[src/logic/usb_led_regs_pkg.sv]
// Constants and types for the USB and display backlight control bank.
// Assumes a 6-bit register address and 24-bit register data.
package usb_led_regs_pkg;

  // ----------------------------------------------------------------
  // Register port geometry and offsets
  // ----------------------------------------------------------------
  localparam int ADDR_W = 6;
  localparam int DATA_W = 24;
  localparam logic [ADDR_W-1:0] USB_ID_CONTROL_ADDR = 6'h31;
  localparam logic [ADDR_W-1:0] USB_SUPPLY_CONTROL_ADDR = 6'h32;
  localparam logic [ADDR_W-1:0] DISPLAY_BACKLIGHT_CONTROL_ADDR = 6'h33;

  // ----------------------------------------------------------------
  // Field positions: usb_id_control
  // ----------------------------------------------------------------
  localparam int ID_SPARE6_POS = 6;
  localparam int ID_PULLUP_SOURCE_SEL_POS = 22;

  // ----------------------------------------------------------------
  // Field positions: usb_supply_control
  // ----------------------------------------------------------------
  localparam int BUS_POWER_DIRECTION_POS = 0;
  localparam int USB_SUPPLY_ENABLE_POS = 3;
  localparam int ID_WEAK_PULLUP_ENABLE_POS = 8;
  localparam int OTG_BOOST_ENABLE_POS = 10;
  localparam int SUPPLY_SPARE17_POS = 17;
  localparam int SUPPLY_SPARE18_POS = 18;

  // ----------------------------------------------------------------
  // Field positions: display_backlight_control
  // ----------------------------------------------------------------
  localparam int BL_SPARE0_POS = 0;
  localparam int MAIN_BACKLIGHT_HIGH_CURRENT_POS = 1;
  localparam int MAIN_BACKLIGHT_RAMP_ENABLE_POS = 2;
  localparam int MAIN_BACKLIGHT_DUTY_LSB = 3;
  localparam int MAIN_BACKLIGHT_DUTY_W = 6;
  localparam int MAIN_BACKLIGHT_CURRENT_LSB = 9;
  localparam int MAIN_BACKLIGHT_CURRENT_W = 3;
  localparam int BL_SPARE12_POS = 12;
  localparam int AUX_BACKLIGHT_HIGH_CURRENT_POS = 13;
  localparam int AUX_BACKLIGHT_RAMP_ENABLE_POS = 14;

  // ----------------------------------------------------------------
  // Reset values
  // ----------------------------------------------------------------
  localparam logic RST_ID_SPARE6 = 1'b1;
  localparam logic RST_ID_PULLUP_SOURCE_SEL = 1'b0;
  // Power-on values of the fields the main reset leaves alone: direction always, enable with strap grounded
  localparam logic POR_BUS_POWER_DIRECTION = 1'b0;
  localparam logic POR_USB_SUPPLY_ENABLE = 1'b1;
  localparam logic RST_USB_SUPPLY_ENABLE = 1'b1;
  localparam logic RST_ID_WEAK_PULLUP_ENABLE = 1'b0;
  localparam logic RST_OTG_BOOST_ENABLE = 1'b0;
  localparam logic RST_SUPPLY_SPARE = 1'b0;
  localparam logic RST_BL_BIT = 1'b0;
  localparam logic [MAIN_BACKLIGHT_DUTY_W-1:0] RST_MAIN_BACKLIGHT_DUTY = 6'h00;
  localparam logic [MAIN_BACKLIGHT_CURRENT_W-1:0] RST_MAIN_BACKLIGHT_CURRENT = 3'h0;
  localparam logic [DATA_W-1:0] RDATA_ZERO = 24'h000000;

  // ----------------------------------------------------------------
  // Types
  // ----------------------------------------------------------------
  typedef struct packed {
    logic id_pullup_source_sel;
    logic spare6;
  } usb_id_t;

  typedef struct packed {
    logic spare18;
    logic spare17;
    logic otg_boost_enable;
    logic id_weak_pullup_enable;
    logic usb_supply_enable;
    logic bus_power_direction;
  } usb_supply_t;

  typedef struct packed {
    logic aux_backlight_ramp_enable;
    logic aux_backlight_high_current;
    logic spare12;
    logic [MAIN_BACKLIGHT_CURRENT_W-1:0] main_backlight_current;
    logic [MAIN_BACKLIGHT_DUTY_W-1:0] main_backlight_duty;
    logic main_backlight_ramp_enable;
    logic main_backlight_high_current;
    logic spare0;
  } backlight_t;

  typedef struct packed {
    logic [ADDR_W-1:0] addr;
    logic wr;
    logic rd;
    logic [DATA_W-1:0] wdata;
  } reg_req_t;

  // Pin levels: main_reset_n, power_up_strap, vbus_invalid
  localparam int PIN_W = 3;
  localparam int PIN_MAIN_RESET_N = 2;
  localparam int PIN_STRAP = 1;
  localparam int PIN_VBUS_INVALID = 0;
  // Main reset idle, strap open, VBUS valid
  localparam logic [PIN_W-1:0] PIN_RST_VAL = 3'h6;

endpackage
[src/logic/pin_sync.sv]
// Three-stage synchroniser with agreement filter for asynchronous pins.
// Assumes the pins are slow levels; short glitches are dropped.
`timescale 1ns/1ns
`default_nettype none
module pin_sync #(
  parameter int WIDTH = 1,
  parameter logic [WIDTH-1:0] RST_VAL = '0
) (
  // Clock and reset
  input wire logic mclk,
  input wire logic rst,
  // Levels
  input wire logic [WIDTH-1:0] pin_in,
  output logic [WIDTH-1:0] pin_out
);
  genvar g;
  generate
    for (g = 0; g < WIDTH; g++) begin : gen_bit
      logic s1_r, s2_r, s3_r, out_r, out_nxt;
      // Stage one feeds only stage two, never the filter
      always_comb begin
        out_nxt = (s2_r == s3_r) ? s2_r : out_r;
      end
      always_ff @(posedge mclk or posedge rst) begin
        if (rst) begin
          s1_r <= RST_VAL[g];
          s2_r <= RST_VAL[g];
          s3_r <= RST_VAL[g];
          out_r <= RST_VAL[g];
        end else begin
          s1_r <= pin_in[g];
          s2_r <= s1_r;
          s3_r <= s2_r;
          out_r <= out_nxt;
        end
      end
      assign pin_out[g] = out_r;
    end
  endgenerate
endmodule
`default_nettype wire

[src/logic/reg_readback.sv]
// Assembles the read word of the addressed register from the field structs.
// Assumes unmapped addresses answer with zero.
`timescale 1ns/1ns
`default_nettype none
module reg_readback (
  // Address
  input wire logic [usb_led_regs_pkg::ADDR_W-1:0] addr,
  // Field state
  input wire usb_led_regs_pkg::usb_id_t usb_id,
  input wire usb_led_regs_pkg::usb_supply_t usb_supply,
  input wire usb_led_regs_pkg::backlight_t backlight,
  // Word
  output logic [usb_led_regs_pkg::DATA_W-1:0] rword
);
  import usb_led_regs_pkg::*;

  always_comb begin
    rword = RDATA_ZERO;
    case (addr)
      USB_ID_CONTROL_ADDR: begin
        rword[ID_SPARE6_POS] = usb_id.spare6;
        rword[ID_PULLUP_SOURCE_SEL_POS] = usb_id.id_pullup_source_sel;
      end
      USB_SUPPLY_CONTROL_ADDR: begin
        rword[BUS_POWER_DIRECTION_POS] = usb_supply.bus_power_direction;
        rword[USB_SUPPLY_ENABLE_POS] = usb_supply.usb_supply_enable;
        rword[ID_WEAK_PULLUP_ENABLE_POS] = usb_supply.id_weak_pullup_enable;
        rword[OTG_BOOST_ENABLE_POS] = usb_supply.otg_boost_enable;
        rword[SUPPLY_SPARE17_POS] = usb_supply.spare17;
        rword[SUPPLY_SPARE18_POS] = usb_supply.spare18;
      end
      DISPLAY_BACKLIGHT_CONTROL_ADDR: begin
        rword[BL_SPARE0_POS] = backlight.spare0;
        rword[MAIN_BACKLIGHT_HIGH_CURRENT_POS] = backlight.main_backlight_high_current;
        rword[MAIN_BACKLIGHT_RAMP_ENABLE_POS] = backlight.main_backlight_ramp_enable;
        rword[MAIN_BACKLIGHT_DUTY_LSB +: MAIN_BACKLIGHT_DUTY_W] =
          backlight.main_backlight_duty;
        rword[MAIN_BACKLIGHT_CURRENT_LSB +: MAIN_BACKLIGHT_CURRENT_W] =
          backlight.main_backlight_current;
        rword[BL_SPARE12_POS] = backlight.spare12;
        rword[AUX_BACKLIGHT_HIGH_CURRENT_POS] = backlight.aux_backlight_high_current;
        rword[AUX_BACKLIGHT_RAMP_ENABLE_POS] = backlight.aux_backlight_ramp_enable;
      end
      default: begin
        rword = RDATA_ZERO;
      end
    endcase
  end
endmodule
`default_nettype wire

[src/logic/usb_backlight_ctrl.sv]
// USB supply/ID and display backlight control register bank.
// Assumes a word-wide register port from the serial control front end on mclk,
// and main reset, strap and VBUS-invalid as asynchronous pin levels.
//
// How it works
// - usb_id_control bit 22 selects ID pull-up source; main reset clears it.
// - usb_supply_control bit 0 sets bus power direction; main reset keeps it.
// - Bit 3 supply enable: with strap open, main reset or invalid VBUS sets it.
// - Bit 8 switches in the weak ID pull-up; main reset clears it.
// - Bit 10 enables boost for on-the-go; main reset clears it.
// - display_backlight_control bit 1 main high-current mode; cleared by reset.
// - Bit 2 main backlight ramp enable; cleared by main reset.
// - Bits 3 to 8 main backlight duty; cleared by main reset.
// - Bits 9 to 11 main backlight current; cleared by main reset.
// - Bit 13 auxiliary high-current mode; cleared by main reset.
// - Bit 14 auxiliary ramp enable; cleared by main reset.
`timescale 1ns/1ns
`default_nettype none
module usb_backlight_ctrl (
  // Clock and power-on reset
  input wire logic mclk,
  input wire logic rst,
  // Register port
  input wire usb_led_regs_pkg::reg_req_t req,
  output logic [usb_led_regs_pkg::DATA_W-1:0] reg_rdata_r,
  output logic reg_ack_r,
  // Pins: main reset, power-up strap, VBUS invalid
  input wire logic main_reset_n,
  input wire logic power_up_strap,
  input wire logic vbus_invalid,
  // Field outputs
  output usb_led_regs_pkg::usb_id_t usb_id_r,
  output usb_led_regs_pkg::usb_supply_t usb_supply_r,
  output usb_led_regs_pkg::backlight_t backlight_r,
  output logic strap_open_r
);
  import usb_led_regs_pkg::*;

  // ----------------------------------------------------------------
  // Pin synchronisation
  // ----------------------------------------------------------------
  logic [PIN_W-1:0] pins_raw;
  logic [PIN_W-1:0] pins_sync;
  logic main_rst_active;
  logic vbus_bad;

  assign pins_raw = {main_reset_n, power_up_strap, vbus_invalid};

  pin_sync #(
    .WIDTH(PIN_W),
    .RST_VAL(PIN_RST_VAL)
  ) u_pin_sync (
    .mclk(mclk),
    .rst(rst),
    .pin_in(pins_raw),
    .pin_out(pins_sync)
  );

  assign main_rst_active = ~pins_sync[PIN_MAIN_RESET_N];
  assign vbus_bad = pins_sync[PIN_VBUS_INVALID];

  // ----------------------------------------------------------------
  // Strap capture
  // ----------------------------------------------------------------
  // Strap is taken while main reset is held and once after power-on,
  // so a strap that moves during operation cannot change VBUS behaviour until the next main reset.
  logic strap_valid_r, strap_valid_nxt;
  logic strap_open_nxt;

  always_comb begin
    strap_valid_nxt = 1'b1;
    strap_open_nxt = strap_open_r;
    if (!strap_valid_r || main_rst_active) begin
      strap_open_nxt = pins_sync[PIN_STRAP];
    end
  end

  always_ff @(posedge mclk or posedge rst) begin
    if (rst) begin
      strap_valid_r <= 1'b0;
      strap_open_r <= 1'b1;
    end else begin
      strap_valid_r <= strap_valid_nxt;
      strap_open_r <= strap_open_nxt;
    end
  end

  // ----------------------------------------------------------------
  // Write decode
  // ----------------------------------------------------------------
  // Writes are ignored while the main reset is held.
  logic wr_id, wr_supply, wr_bl;

  always_comb begin
    wr_id = req.wr && !main_rst_active && (req.addr == USB_ID_CONTROL_ADDR);
    wr_supply = req.wr && !main_rst_active && (req.addr == USB_SUPPLY_CONTROL_ADDR);
    wr_bl = req.wr && !main_rst_active && (req.addr == DISPLAY_BACKLIGHT_CONTROL_ADDR);
  end

  // ----------------------------------------------------------------
  // usb_id_control
  // ----------------------------------------------------------------
  usb_id_t usb_id_nxt;

  always_comb begin
    usb_id_nxt = usb_id_r;
    if (main_rst_active) begin
      usb_id_nxt.id_pullup_source_sel = RST_ID_PULLUP_SOURCE_SEL;
      usb_id_nxt.spare6 = RST_ID_SPARE6;
    end else if (wr_id) begin
      usb_id_nxt.id_pullup_source_sel = req.wdata[ID_PULLUP_SOURCE_SEL_POS];
      usb_id_nxt.spare6 = req.wdata[ID_SPARE6_POS];
    end
  end

  always_ff @(posedge mclk or posedge rst) begin
    if (rst) begin
      usb_id_r.id_pullup_source_sel <= RST_ID_PULLUP_SOURCE_SEL;
      usb_id_r.spare6 <= RST_ID_SPARE6;
    end else begin
      usb_id_r <= usb_id_nxt;
    end
  end

  // ----------------------------------------------------------------
  // usb_supply_control
  // ----------------------------------------------------------------
  usb_supply_t usb_supply_nxt;

  always_comb begin
    usb_supply_nxt = usb_supply_r;
    if (main_rst_active) begin
      // Direction survives the main reset; of the two resets only power-on loads it
      usb_supply_nxt.bus_power_direction = usb_supply_r.bus_power_direction;
      if (strap_open_nxt) begin
        usb_supply_nxt.usb_supply_enable = RST_USB_SUPPLY_ENABLE;
      end
      usb_supply_nxt.id_weak_pullup_enable = RST_ID_WEAK_PULLUP_ENABLE;
      usb_supply_nxt.otg_boost_enable = RST_OTG_BOOST_ENABLE;
      usb_supply_nxt.spare17 = RST_SUPPLY_SPARE;
      usb_supply_nxt.spare18 = RST_SUPPLY_SPARE;
    end else if (wr_supply) begin
      usb_supply_nxt.bus_power_direction = req.wdata[BUS_POWER_DIRECTION_POS];
      usb_supply_nxt.usb_supply_enable = req.wdata[USB_SUPPLY_ENABLE_POS];
      usb_supply_nxt.id_weak_pullup_enable = req.wdata[ID_WEAK_PULLUP_ENABLE_POS];
      usb_supply_nxt.otg_boost_enable = req.wdata[OTG_BOOST_ENABLE_POS];
      usb_supply_nxt.spare17 = req.wdata[SUPPLY_SPARE17_POS];
      usb_supply_nxt.spare18 = req.wdata[SUPPLY_SPARE18_POS];
    end
    // Invalid VBUS outranks a same-cycle write that clears the enable
    if (vbus_bad && strap_open_r) begin
      usb_supply_nxt.usb_supply_enable = RST_USB_SUPPLY_ENABLE;
    end
  end

  always_ff @(posedge mclk or posedge rst) begin
    if (rst) begin
      usb_supply_r.bus_power_direction <= POR_BUS_POWER_DIRECTION;
      usb_supply_r.usb_supply_enable <= POR_USB_SUPPLY_ENABLE;
      usb_supply_r.id_weak_pullup_enable <= RST_ID_WEAK_PULLUP_ENABLE;
      usb_supply_r.otg_boost_enable <= RST_OTG_BOOST_ENABLE;
      usb_supply_r.spare17 <= RST_SUPPLY_SPARE;
      usb_supply_r.spare18 <= RST_SUPPLY_SPARE;
    end else begin
      usb_supply_r <= usb_supply_nxt;
    end
  end

  // ----------------------------------------------------------------
  // display_backlight_control
  // ----------------------------------------------------------------
  // Auxiliary duty and current bits are not held here and read as zero.
  backlight_t backlight_nxt;

  always_comb begin
    backlight_nxt = backlight_r;
    if (main_rst_active) begin
      backlight_nxt.spare0 = RST_BL_BIT;
      backlight_nxt.main_backlight_high_current = RST_BL_BIT;
      backlight_nxt.main_backlight_ramp_enable = RST_BL_BIT;
      backlight_nxt.main_backlight_duty = RST_MAIN_BACKLIGHT_DUTY;
      backlight_nxt.main_backlight_current = RST_MAIN_BACKLIGHT_CURRENT;
      backlight_nxt.spare12 = RST_BL_BIT;
      backlight_nxt.aux_backlight_high_current = RST_BL_BIT;
      backlight_nxt.aux_backlight_ramp_enable = RST_BL_BIT;
    end else if (wr_bl) begin
      backlight_nxt.spare0 = req.wdata[BL_SPARE0_POS];
      backlight_nxt.main_backlight_high_current =
        req.wdata[MAIN_BACKLIGHT_HIGH_CURRENT_POS];
      backlight_nxt.main_backlight_ramp_enable =
        req.wdata[MAIN_BACKLIGHT_RAMP_ENABLE_POS];
      backlight_nxt.main_backlight_duty =
        req.wdata[MAIN_BACKLIGHT_DUTY_LSB +: MAIN_BACKLIGHT_DUTY_W];
      backlight_nxt.main_backlight_current =
        req.wdata[MAIN_BACKLIGHT_CURRENT_LSB +: MAIN_BACKLIGHT_CURRENT_W];
      backlight_nxt.spare12 = req.wdata[BL_SPARE12_POS];
      backlight_nxt.aux_backlight_high_current =
        req.wdata[AUX_BACKLIGHT_HIGH_CURRENT_POS];
      backlight_nxt.aux_backlight_ramp_enable =
        req.wdata[AUX_BACKLIGHT_RAMP_ENABLE_POS];
    end
  end

  always_ff @(posedge mclk or posedge rst) begin
    if (rst) begin
      backlight_r.spare0 <= RST_BL_BIT;
      backlight_r.main_backlight_high_current <= RST_BL_BIT;
      backlight_r.main_backlight_ramp_enable <= RST_BL_BIT;
      backlight_r.main_backlight_duty <= RST_MAIN_BACKLIGHT_DUTY;
      backlight_r.main_backlight_current <= RST_MAIN_BACKLIGHT_CURRENT;
      backlight_r.spare12 <= RST_BL_BIT;
      backlight_r.aux_backlight_high_current <= RST_BL_BIT;
      backlight_r.aux_backlight_ramp_enable <= RST_BL_BIT;
    end else begin
      backlight_r <= backlight_nxt;
    end
  end

  // ----------------------------------------------------------------
  // Read data and acknowledge
  // ----------------------------------------------------------------
  // Read shows the state before any same-cycle write.
  logic [DATA_W-1:0] rword;
  logic [DATA_W-1:0] reg_rdata_nxt;
  logic reg_ack_nxt;

  reg_readback u_reg_readback (
    .addr(req.addr),
    .usb_id(usb_id_r),
    .usb_supply(usb_supply_r),
    .backlight(backlight_r),
    .rword(rword)
  );

  always_comb begin
    reg_rdata_nxt = reg_rdata_r;
    if (req.rd) begin
      reg_rdata_nxt = rword;
    end
    reg_ack_nxt = req.rd || req.wr;
  end

  always_ff @(posedge mclk or posedge rst) begin
    if (rst) begin
      reg_rdata_r <= RDATA_ZERO;
      reg_ack_r <= 1'b0;
    end else begin
      reg_rdata_r <= reg_rdata_nxt;
      reg_ack_r <= reg_ack_nxt;
    end
  end

endmodule
`default_nettype wire

[config.mk]
export PLATFORM = sky130hd
export DESIGN_NAME = usb_backlight_ctrl
export DESIGN_NICKNAME = d
export VERILOG_FILES = /design/src/logic/usb_led_regs_pkg.sv /design/src/logic/pin_sync.sv /design/src/logic/reg_readback.sv /design/src/logic/usb_backlight_ctrl.sv
export SDC_FILE = /design/constraint.sdc
export NUM_CORES = 1
export LEC_CHECK = 0
export BUFFER_PORTS_ARGS = -buffer_cell sky130_fd_sc_hd__buf_2
export CELL_PAD_IN_SITES_DETAIL_PLACEMENT = 0
export CELL_PAD_IN_SITES_GLOBAL_PLACEMENT = 1
export CORE_ASPECT_RATIO = 1.1
export CORE_MARGIN = 4
export CORE_UTILIZATION = 30
export CTS_BUF_LIST = sky130_fd_sc_hd__clkbuf_16
export CTS_CLUSTER_DIAMETER = 150
export CTS_CLUSTER_SIZE = 24
export DETAILED_ROUTE_END_ITERATION = 8
export GPL_ROUTABILITY_DRIVEN = 0
export GPL_TIMING_DRIVEN = 0
export PLACE_DENSITY_LB_ADDON = 0.1
export SETUP_SLACK_MARGIN = 0.02
export SYNTH_ARGS = -nofsm -noshare
export SYNTH_HDL_FRONTEND = slang
export SYNTH_SLANG_ARGS = --single-unit
[constraint.sdc]
create_clock -name mclk -period 3.8 [get_ports mclk]
set_input_delay 0 -clock mclk [delete_from_list [all_inputs] [get_ports mclk]]
set_output_delay 0 -clock mclk [all_outputs]
set_load 0.005 [all_outputs]
After elaboration in Yosys (flattened, before gate mapping)
Index checks and enable logic that the tools add are counted.
Widths: inputs -> output; s select.
{"block": "totals", "wordCells": 75, "out_inout_bits": 49, "register_bits": 56, "input_bits": 37}
{"block": "op_classes", "n_mux": 21, "n_reduce_logical": 11, "eq_ne": 10, "n_bitwise": 1}
{"operator": "$mux 15", "n": 2}
{"operator": "$eq 6x6->1 const B", "n": 3}
{"operator": "$mux 6", "n": 2}
{"operator": "$mux 2", "n": 5}
{"operator": "$pmux 1 s2", "n": 5}
{"operator": "$mux 1", "n": 6}
{"operator": "$ne 2x2->1 const B", "n": 3}
{"operator": "$logic_and 1x1->1", "n": 5}
{"operator": "$mux 4", "n": 1}
{"operator": "$reduce_and 2->1", "n": 2}
{"operator": "$eq 1x1->1", "n": 3}
{"operator": "$ne 3x3->1 const B", "n": 1}
{"operator": "$reduce_bool 3->1", "n": 1}
{"operator": "$logic_or 1x1->1", "n": 2}
{"operator": "$logic_not 1->1", "n": 1}
{"operator": "$not 1->1", "n": 1}

Logic depth before layout (Yosys ltp)
Gate-level depths: netlist (run 1).
{"block": "logic_depth", "depth_word": 6, "depth_mapped": 5, "mapped_depth_nobuf": 3}

By module
Synthesis (run 1) repeated with hierarchy kept, for this count alone.
{"block": "unflattened", "hier_cells": 230, "area_unflattened_um2": 2800.2}
{"mod": "usb_backlight_ctrl", "area_each_um2": 2072.0, "cells_each": 161, "instances": 1}
{"mod": "pin_sync", "area_each_um2": 370.4, "cells_each": 19, "instances": 1}
{"mod": "reg_readback", "area_each_um2": 357.8, "cells_each": 50, "instances": 1}

Worst setup path before layout (run 1)
Ideal clock, no wire load.
{"block": "synth_path", "path_type": "register to register", "start": "register u_pin_sync.gen_bit[2].out_r", "end": "register usb_supply_r[0] (netlist name)", "synth_period_minus_slack_ps": 1431, "slack_ps": 2369, "setup_ps": 125, "t_required_ps": 3675, "stages_incl_launch_ff": 4, "arrival_time_ps": 1306, "cell_sequence": "dfstp_2 inv_1 nor4b_2 mux2_2"}
{"block": "synth_via", "elab_chain_cells": 3}
{"item": "start: declaration", "line_no": "pin_sync.sv:19", "rtl": "logic s1_r, s2_r, s3_r, out_r, out_nxt;"}
{"item": "start signal: assignment", "line_no": "pin_sync.sv:29", "rtl": "out_r <= RST_VAL[g];"}
{"item": "start signal: assignment", "line_no": "pin_sync.sv:34", "rtl": "out_r <= out_nxt;"}
{"item": "$logic_and 1x1->1 (2 in a row)", "line_no": "usb_backlight_ctrl.sv:96", "rtl": "wr_supply = req.wr && !main_rst_active && (req.addr == USB_SUPPLY_CONTROL_ADDR);"}
{"item": "$reduce_and 2->1 (no source line) *"}
{"item": "end signal: assignment", "line_no": "usb_backlight_ctrl.sv:165", "rtl": "usb_supply_r <= usb_supply_nxt;"}
{"item": "end: declaration", "line_no": "usb_backlight_ctrl.sv:33", "rtl": "output usb_led_regs_pkg::usb_supply_t usb_supply_r,"}
Mark *: on every way between the ends. The rest lies on a longest branch, timed or not.
A chain may end at the register's enable or synchronous reset.

Worst setup path after layout (run 1)
{"block": "layout_path", "start": "register u_pin_sync.gen_bit[2].out_r", "end": "register backlight_r[11] (netlist name)"}
{"block": "layout_via", "elab_chain_cells": 3, "word_cells_on_any_way": 4}
{"item": "$logic_and 1x1->1 (2 in a row)", "line_no": "usb_backlight_ctrl.sv:97", "rtl": "wr_bl = req.wr && !main_rst_active && (req.addr == DISPLAY_BACKLIGHT_CONTROL_ADDR);"}
{"item": "$ne 2x2->1 (no source line)"}
{"item": "end signal: assignment", "line_no": "usb_backlight_ctrl.sv:215", "rtl": "backlight_r <= backlight_nxt;"}
{"item": "end: declaration", "line_no": "usb_backlight_ctrl.sv:34", "rtl": "output usb_led_regs_pkg::backlight_t backlight_r,"}
Several ways; a longest one is shown, not always the timed one.

==> results of run 1 <==
metal layers:
metal / up-vias / share of wire / GRT usage
li1: 918 / - / -
met1: 858 / 0.44 / 0.1779
met2: 54 / 0.49 / 0.2316
met3: 7 / 0.056 / 0.03120
met4: 0 / 0.012 / 0.03833
met5: - / 0 / 0
report_power, final:
group	leakage, nW	internal, mW	switching, mW
Sequential	0.729	0.614	0.00854
Combinational	0.757	0.0519	0.0599
Clock	0.0789	0.307	0.202
Total	1.56	0.973	0.271
through the flow:
step / hold WS (ns) / total power, mW / setup WS, ns / utilization
after detailed placement: 0.1065 / 0.7314 / 2.033 / 0.3833
after floorplan: 0.004478 / 0.6863 / 2.369 / -
after CTS: 0.008931 / 1.268 / 2.012 / 0.4340
after global placement: 0.1055 / 0.7287 / 1.608 / 0.3807
after global routing: 0.04339 / 1.303 / 1.857 / 0.4340
final: 0.01579 / 1.244 / 2.078 / 0.4340
timing repair:
| item | CTS | global route |
|---|---|---|
| hold endpoints to repair | 42 | 0 |
| hold buffers | 22 | 0 |
| setup endpoints to repair | 0 | 0 |
| setup buffers | 0 | 0 |
how the worst max path moves through the flow:
stage / startpoint / depth (start not counted) / to / slack (ns)
finish: u_pin_sync.gen_bit[2].out_r$_DFFE_PP1N_ / 4 / backlight_r[11]$_DFFE_PP0P_ / 2.08
global route: u_pin_sync.gen_bit[2].out_r$_DFFE_PP1N_ / 4 / backlight_r[11]$_DFFE_PP0P_ / 1.86
CTS: u_pin_sync.gen_bit[2].out_r$_DFFE_PP1N_ / 4 / backlight_r[11]$_DFFE_PP0P_ / 2.01
detailed placement: u_pin_sync.gen_bit[2].out_r$_DFFE_PP1N_ / 4 / backlight_r[14]$_DFFE_PP0P_ / 2.03
global placement: rst / 2 / reg_rdata_r[13]$_DFFE_PP0P_ / 1.61
floorplan: u_pin_sync.gen_bit[2].out_r$_DFFE_PP1N_ / 3 / usb_supply_r[0]$_DFFE_PP0P_ / 2.37
logic make-up (layout without fill, tap and decap cells):
logic type	count (synthesis)	count (layout)	share of synthesized area
and+or+nand+nor	69	69	0.1311
DFF	56	56	0.5981
buffers and inverters	38	141	0.07509
muxes	29	29	0.1264
AOI/OAI and AO/OA	20	20	0.05341
adders and majority gates	3	3	0.01269
other	2	7	0.003174
synth_stat cells (2+ instances only):
cell / n
nand2_1: 57
dfrtp_1: 45
mux2i_1: 22
inv_1: 20
o22ai_1: 18
dfstp_2: 11
buf_4: 7
clkbuf_1: 7
mux2_2: 7
maj3_1: 3
nand3b_1: 3
buf_1: 2
conb_1: 2
nor2_1: 2
worst max-delay path, cell delays in order (launching register included):
cell and delay, ns:
dfstp_2 0.56, clkbuf_1 0.44, clkbuf_1 0.41, nand2_1 0.10, mux2i_1 0.14
flip-flops by register name, summed over array words and instances, names as in the netlist:
register                  flops
backlight_r                  15
reg_ack_r                     1
reg_rdata_r                  18
strap_open_r                  1
strap_valid_r                 1
u_pin_sync.gen_bit.out_r      3
u_pin_sync.gen_bit.s1_r       3
u_pin_sync.gen_bit.s2_r       3
u_pin_sync.gen_bit.s3_r       3
usb_id_r                      2
usb_supply_r                  6
layout make-up:
| type | count | area share |
|---|---|---|
| Multi-Input combinational cell | 128 | 0.2415 |
| Buffer | 18 | 0.03129 |
| Clock buffer | 5 | 0.03815 |
| Tap cell | 105 | 0.04006 |
| Sequential cell | 56 | 0.4315 |
| Timing Repair Buffer | 95 | 0.1831 |
| Inverter | 20 | 0.02289 |
| Clock inverter | 3 | 0.01145 |
cell usage in the layout (no fill, tap or decap), drive strengths merged:
cell type,n
and4bb,1
clkinv,2
buf,84
conb,7
o22ai,18
or2,1
dfstp,11
inv,20
bufinv,1
clkbuf,12
maj3,3
a21oi,1
or3b,1
nand2,57
dlygate4sd3,22
a221oi,1
mux2i,22
nand3,1
and4b,1
nor4b,1
dfrtp,45
nor2,2
nand3b,3
mux2,7
and4,1
==> impl_metrics.json, run 1 <==
{
  "outcome": "finished, final reports clean",
  "syn_inst": 217,
  "grt_first_pass_wirelength_um": 9929,
  "first_iter_violations": 63,
  "core_area_mm2": 0.007556,
  "multi_input_area_um2": 792.0,
  "min_path_type": "in -> reg",
  "track_usage": 0.1369,
  "antenna_found_initial": 0,
  "finClkSkew_ns": 0.004512,
  "path_clk_slew_ns": 0.07,
  "num_io_pins": 86,
  "fin_area_mm2": 0.003279,
  "timing.fmax_ghz": 0.5807,
  "ff2ff_path_depth": 4,
  "htreeDepth": 2,
  "hold_viol_final": 0,
  "avgRoutedWirePerCell_um": 13.99,
  "root_buffer": "clkbuf_16",
  "ant_nets": 0,
  "grt_pass1_vias": 1899,
  "min_period_ns": 1.722,
  "hold_end": "usb_supply_r[2]$_DFFE_PP0P_",
  "cts_buffers": 5,
  "endpoint_kind": "flop",
  "dpl.hpwl_um": 4366,
  "synth_seq_cells": 56,
  "drive_above_1_share": 0.3385,
  "drcViolationCount": 0,
  "synth_cell_type_count": 25,
  "grt_start_max_net_pins": 30,
  "diodes": 0,
  "critPathMaxFanout": 10,
  "synth_area_leaders": "dfrtp_1 48%, dfstp_2 12%, mux2i_1 9.3%, nand2_1 9.0%, o22ai_1 4.8%",
  "r2r-end": "backlight_r[11]$_DFFE_PP0P_",
  "die_h_um": 101.1,
  "place_inst": 400,
  "die_area_mm2": 0.009373,
  "syn_area_mm2": 0.002366,
  "row_count": 33,
  "leakagePower_nw": 1.565,
  "gr-total-overflow": 0,
  "finalNetCount": 361,
  "die_x_um": 92.68,
  "wl_um": 6016,
  "dr.pass1.iters": 4,
  "viasPerCell": 4.272,
  "rsz0062_at_grt": "false",
  "drv_slew": 0,
  "synth_top_cell_by_area": "dfrtp_1",
  "min_from": "req[8]",
  "yosysWarnings": 0,
  "cts_tree": "built",
  "hold_depth": 3,
  "fillCellCount": 769,
  "timing.rr.start": "u_pin_sync.gen_bit[2].out_r$_DFFE_PP1N_",
  "setup_violations": 0,
  "cts_sinks": 56,
  "r2r_slack_ns": 2.08,
  "fin_cells": 430,
  "cp.arrival_ns": 1.93,
  "start_util": 0.3131,
  "async_flop_share": 1.000,
  "portBuffers": 72,
  "worst-setup-path-type": "reg -> reg",
  "drv_cap": 0,
  "relSlewSlack": 0.5968,
  "cts_max_path_buffers": 2,
  "period_share": 0.4532,
  "clock_latency_ns": 0.29,
  "synth_ff_type": "dfrtp_1",
  "synth-edff-count": 0,
  "yosysSeqAreaShare": 0.5981,
  "start_kind": "flop",
  "cts_resized": 0,
  "tightest_slew_ns": 0.6040,
  "synth.avg_cell_area_um2": 10.90,
  "yosys.area.top_type_share": 0.4759,
  "finalSetupTns_ns": 0,
  "ir_drop_uv": 225.3,
  "vias": 1837,
  "areaGrowthSynthToFinish_pct": 38.60,
  "crit_required_ns": 4.01,
  "ff_latch_area_mm2": 0.001415,
  "power.density_mw_per_mm2": 379.3,
  "place_area_mm2": 0.002897
}
Note: power is estimated with default switching activity, not from simulation.
==> inputs of run 2 (changes only) <==
- clock period: 3.8 -> 1.4 ns (I/O delays scaled with it)
==> impl_metrics.json, run 2 (synthesized netlist as in run 1, its figures left out) <==
{
  "viasPerCell": 4.341,
  "setup_violations": 0,
  "cts_buffers": 5,
  "crit_buf_inv": 1,
  "largest_reg_flops": 18,
  "power_mw": 3.276,
  "outcome": "finished, final reports clean",
  "ir_drop_uv": 449.9,
  "min_period_ns": 1.399,
  "place_area_mm2": 0.002905,
  "fin_util": 0.4396,
  "largest_register": "reg_rdata_r",
  "portBuffers": 72,
  "timing.final.ws_setup_ns": 0.001258,
  "crit_chain": "inv_4 -> nor4b_4 -> mux2_4",
  "worst-setup-path-type": "reg -> reg",
  "root_buffer": "clkbuf_16",
  "start_kind": "flop",
  "dpl.hpwl_um": 4394,
  "grt_pass1_vias": 1995,
  "rsz0062_at_grt": "true",
  "crit_required_ns": 1.58,
  "track_usage": 0.1429,
  "internal-power_mw": 2.487,
  "antenna_found_initial": 0,
  "critPathMaxFanout": 5,
  "p_sw_frac": 0.2410,
  "path_clk_slew_ns": 0.08,
  "cts_tree": "built",
  "start_util": 0.3131,
  "seqPwrFrac": 0.517,
  "dp_slack_ns": -0.4749,
  "fin_cells": 434,
  "drv_cap": 0,
  "final_common_cell": "buf_2",
  "critical-path-max-stage-delay_ns": 0.60,
  "p_sw_mw": 0.7895,
  "power.density_mw_per_mm2": 986.2,
  "ant_nets": 0,
  "drive_above_1_share": 0.3617,
  "leakagePower_nw": 1.588,
  "areaGrowthSynthToFinish_pct": 40.40,
  "period_share": 0.9991,
  "min_from": "req[27]",
  "wl_um": 6300,
  "timing.rr.start": "u_pin_sync.gen_bit[2].out_r$_DFFE_PP1N_",
  "reg_top3": "reg_rdata_r: 18 flops, backlight_r: 15 flops, usb_supply_r: 6 flops",
  "first_iter_violations": 46,
  "clockPowerShare": 0.381,
  "finalNetCount": 365,
  "die_h_um": 101.1,
  "fin_area_mm2": 0.003322,
  "hold_viol_final": 0,
  "drv_slew": 0,
  "place_inst": 400,
  "die_area_mm2": 0.009373,
  "grt_start_max_net_pins": 37,
  "min_path_type": "in -> reg",
  "cp.arrival_ns": 1.58,
  "row_count": 33,
  "avgRoutedWirePerCell_um": 14.52,
  "worstSetupStartpoint": "u_pin_sync.gen_bit[2].out_r$_DFFE_PP1N_",
  "core_area_mm2": 0.007556,
  "dr.pass1.iters": 4,
  "cts_sinks": 56,
  "gr-total-overflow": 0,
  "clock_latency_ns": 0.30,
  "grt_first_pass_wirelength_um": 10450,
  "crit_family": "flip-flops",
  "die_x_um": 92.68,
  "timing.fmax_ghz": 0.7149,
  "relSlewSlack": 0.6302,
  "finClkSkew_ns": 0.008873,
  "drcViolationCount": 0,
  "final_cell_mix": "73 x buf_2, 57 x nand2_1, 45 x dfrtp_1",
  "slowest_stage": "dfstp_2",
  "htreeDepth": 2,
  "endpoint_kind": "flop",
  "comb_power_share": 0.102,
  "vias": 1884,
  "num_io_pins": 86,
  "tightest_slew_ns": 0.5548,
  "diodes": 0,
  "cts_max_path_buffers": 2
}
run 2: layout make-up:
| type | instances | area (µm²) |
|---|---|---|
| fill | 790 | 4234 |
| sequential | 56 | 1415 |
| multi-input combinational | 128 | 804.5 |
| timing repair buffer | 99 | 633.1 |
| tap | 105 | 131.4 |
| clock buffer | 5 | 125.1 |
| buffer | 18 | 116.4 |
| inverter | 20 | 77.57 |
| clock inverter | 3 | 18.77 |
run 2: power groups by stage:
stage	Sequential, mW	Clock [mW]	Combinational [mW]
finish	1.69	1.25	0.334
global route	1.70	1.36	0.371
floorplan	1.72	0	0.149
global placement	1.72	0	0.263
detailed placement	1.72	0	0.272
CTS	1.69	1.29	0.336
run 2: layer usage:
layer / GRT usage / vias to the layer above / share of wire
met5: 0 / - / 0
met3: 0.03789 / 7 / 0.053
met1: 0.1872 / 910 / 0.45
met4: 0.04397 / 0 / 0.012
li1: - / 923 / -
met2: 0.2338 / 44 / 0.49
run 2: through the flow:
stage	hold slack (ns)	TNS [ns]
2_1_floorplan	0.004478	0
3_3_place_gp	0.1057	-44.98
3_5_place_dp	0.05267	-5.571
4_1_cts	0.06321	-0.03198
5_1_grt	0.07921	-0.06559
6_report	0.05923	0
run 2: final timing paths:
check	endpoint	slack [ns]	cells past startpoint
worst min-delay path	reg_rdata_r[22]$_DFFE_PP0P_	0.06	3
min in group asynchronous	reg_rdata_r[17]$_DFFE_PP0P_	0.27	3
worst max-delay path	usb_supply_r[0]$_DFFE_PP0P_	0.001	3
worst min register to register	u_pin_sync.gen_bit[0].s2_r$_DFF_PP0_	0.36	0
max in group asynchronous	usb_supply_r[1]$_DFFE_PP1P_	0.50	4
worst max register to register	usb_supply_r[0]$_DFFE_PP0P_	0.001	3
run 2: tightest hold or removal path: stages:
cell and delay [ns]:
buf_2 0.14, nand3b_1 0.12, o22ai_1 0.06
run 2: what timing repair did:
action,4_1_cts,5_1_grt
endpoints found under the hold margin,46,0
resized for setup,7,5
pin swaps,1,1
hold buffers,23,0
setup endpoints to repair,22,13
setup buffers,2,1
==> inputs of run 3 (changes only) <==
- SYNTH_HIERARCHICAL: unset -> 1
- TNS_END_PERCENT: unset -> 5
==> impl_metrics.json, run 3 <==
{
  "wl_met3_um": 441,
  "multi_input_area_mm2": 0.001025,
  "comb_power_share": 0.086,
  "leakagePower_nw": 2.075,
  "synth_seq_cells": 62,
  "worstSetupStartpoint": "u_pin_sync/gen_bit[2].out_r$_DFFE_PP1N_",
  "largest_reg_flops": 24,
  "endpoint_kind": "flop",
  "finClkSkew_ns": 0.004497,
  "areaGrowthSynthToFinish_pct": 43.34,
  "drv_cap": 0,
  "async_flop_share": 1.000,
  "cts_sinks": 62,
  "fin_area_mm2": 0.004014,
  "dr.pass1.iters": 4,
  "setup_violations": 21,
  "r2r_slack_ns": -0.26,
  "die_h_um": 109.3,
  "synth.most_common_cell": "dfrtp_1",
  "drcViolationCount": 0,
  "wl_met2_um": 3328,
  "crit_required_ns": 1.60,
  "rsz0062_at_grt": "true",
  "cp.arrival_ns": 1.86,
  "timing.fmax_ghz": 0.6026,
  "synth_ff_type": "dfrtp_1",
  "timing.rr.start": "u_pin_sync/gen_bit[2].out_r$_DFFE_PP1N_",
  "place_area_mm2": 0.003372,
  "synth_fa_ha_area_frac": 0.01206,
  "internal-power_mw": 3.588,
  "cts_max_path_buffers": 2,
  "num_io_pins": 86,
  "finalNetCount": 389,
  "viasPerCell": 4.335,
  "yosysSeqAreaShare": 0.5590,
  "ff_latch_area_mm2": 0.001565,
  "synth-xor-area-share": 0,
  "place_inst": 428,
  "highest_layer": "met4",
  "avgRoutedWirePerCell_um": 14.76,
  "outcome": "finished with violations",
  "drive_above_1_share": 0.4706,
  "synth_compound_area_frac": 0.01072,
  "first_iter_violations": 30,
  "syn_inst": 230,
  "timing.final.ws_setup_ns": -0.2594,
  "antenna_found_initial": 0,
  "gr-total-overflow": 0,
  "track_usage": 0.1361,
  "critPathMaxFanout": 5,
  "grt_first_pass_wirelength_um": 11180,
  "min_from": "req[27]",
  "grt_pass1_vias": 2139,
  "cts_buffers": 9,
  "synth_top_cell_by_area": "dfrtp_1",
  "htreeDepth": 3,
  "hold_ws_ns": 0.08363,
  "drt-met1-wl_um": 3092,
  "grt_start_max_net_pins": 30,
  "seqPwrFrac": 0.414,
  "violations": "negative setup slack",
  "portBuffers": 78,
  "reg_top3": "reg_rdata_r: 24 flops, backlight_r: 15 flops, usb_supply_r: 6 flops",
  "synth_top_family_by_area": "multiplexers",
  "min_period_ns": 1.659,
  "die_area_mm2": 0.01095,
  "clockPowerShare": 0.500,
  "ir_drop_uv": 632.8,
  "synth_area_leaders": "dfrtp_1 46%, mux2_2 10%, dfstp_2 10%, mux2i_1 9.3%, inv_1 4.6%",
  "worst-setup-path-type": "reg -> reg",
  "fillCellCount": 882,
  "syn_area_mm2": 0.002800,
  "synth-simple-area-share": 0.1211,
  "start_util": 0.3124,
  "drv_slew": 0,
  "p_sw_mw": 0.9866,
  "muxShareOfSynthArea": 0.1975,
  "relSlewSlack": 0.5140,
  "fin_cells": 471,
  "root_buffer": "clkbuf_16",
  "yosysWarnings": 6,
  "row_count": 36,
  "yosys.area.top_type_share": 0.4558,
  "final_cell_mix": "78 x buf_2, 51 x dfrtp_1, 34 x inv_1",
  "die_x_um": 100.1,
  "path_clk_slew_ns": 0.05,
  "dpl.hpwl_um": 4880,
  "start_kind": "flop",
  "power.density_mw_per_mm2": 1140,
  "p_sw_frac": 0.2157,
  "wl_um": 6953,
  "min_path_type": "in -> reg",
  "clock_latency_ns": 0.32,
  "synth.avg_cell_area_um2": 12.17,
  "diodes": 0,
  "yosys-top-cells-count": "51 x dfrtp_1, 34 x inv_1, 26 x mux2_2, 26 x mux2i_1, 26 x nand2_1",
  "cts_tree": "built",
  "ant_nets": 0,
  "period_share": 1.185,
  "tightest_slew_ns": 0.7269,
  "core_area_mm2": 0.008964,
  "synth_cell_type_count": 28,
  "final_common_cell": "buf_2",
  "synth-edff-count": 0,
  "largest_register": "reg_rdata_r",
  "vias": 2042,
  "hold_viol_final": 0
}
==> run 3: changes by cell type in the layout (fill, tap and decap cells not counted), moves of 5 or more <==
cell	change
inv_1	+16
nor3_1	+5
mux2_2	+19
nor3_2	+9
o22ai_1	-18
buf_2	+5
dfrtp_1	+6
nand2_1	-31
==> run 3: kinds of logic (layout without fill, tap and decap cells) <==
group / count (synthesis) / in the layout
AO/OA/AOI/OAI: 4 / 4
adder cells (fa/ha/maj): 3 / 3
buffers and inverters: 53 / 175
flip-flops: 62 / 62
multiplexers: 52 / 52
other: 2 / 7
AND/OR/NAND/NOR: 54 / 54
==> run 3: worst max-delay path, stage by stage, from the launching register on <==
cell and delay [ns]:
dfstp_2 0.58, nand4bb_4 0.12, or4_4 0.55, buf_12 0.17
mux2i_1 0.11
==> run 3: final timing paths <==
kind / to / cells past startpoint
worst max-delay path: backlight_r[1]$_DFFE_PP0P_ / 4
worst min-delay path: usb_id_r[0]$_DFFE_PP1P_ / 3
worst max register to register: backlight_r[1]$_DFFE_PP0P_ / 4
worst min register to register: u_pin_sync/gen_bit[1].s2_r$_DFF_PP1_ / 0
max in group asynchronous: usb_id_r[0]$_DFFE_PP1P_ / 4
min in group asynchronous: u_pin_sync/gen_bit[0].s1_r$_DFF_PP0_ / 3
==> run 3: repair_timing <==
| item | CTS | global route |
|---|---|---|
| pin swaps | 5 | 3 |
| gates cloned | 1 | 0 |
| buffers inserted | 4 | 1 |
| resized for setup | 14 | 0 |
| setup endpoints to repair | 23 | 23 |
| hold buffers | 23 | 0 |
| endpoints found under the hold margin | 52 | 0 |
==> run 3: metal layers <==
layer  track usage  vias up
met3       0.04378        7
met2        0.2216       52
met1        0.1688      989
li1              -      994
met5             0        -
met4       0.05197        0
==> run 3: power by group through the flow <==
stage,registers [mW],logic (mW),clock network (mW)
CTS,1.89,0.413,2.35
finish,1.89,0.396,2.29
global route,1.90,0.441,2.42
global placement,1.92,0.333,0
detailed placement,1.92,0.346,0
floorplan,1.92,0.196,0
==> run 3: layout make-up <==
class	count	share of cell area
clock buffer	9	0.05611
clock inverter	7	0.01995
timing repair buffer	108	0.1767
inverter	34	0.03180
multi-input combinational	120	0.2553
sequential	62	0.3900
buffer	17	0.03460
tap	114	0.03554
==> run 3: metrics by stage <==
step / utilization / power (mW) / TNS, ns / worst slack, ns
after global routing: 0.4478 / 4.767 / -5.502 / -0.3000
after floorplan: - / 2.115 / -6.921 / -0.3619
after global placement: 0.3740 / 2.252 / -42.67 / -0.6543
after CTS: 0.4482 / 4.649 / -6.148 / -0.3599
final: 0.4478 / 4.575 / -4.249 / -0.2594
after detailed placement: 0.3762 / 2.265 / -12.50 / -0.6336
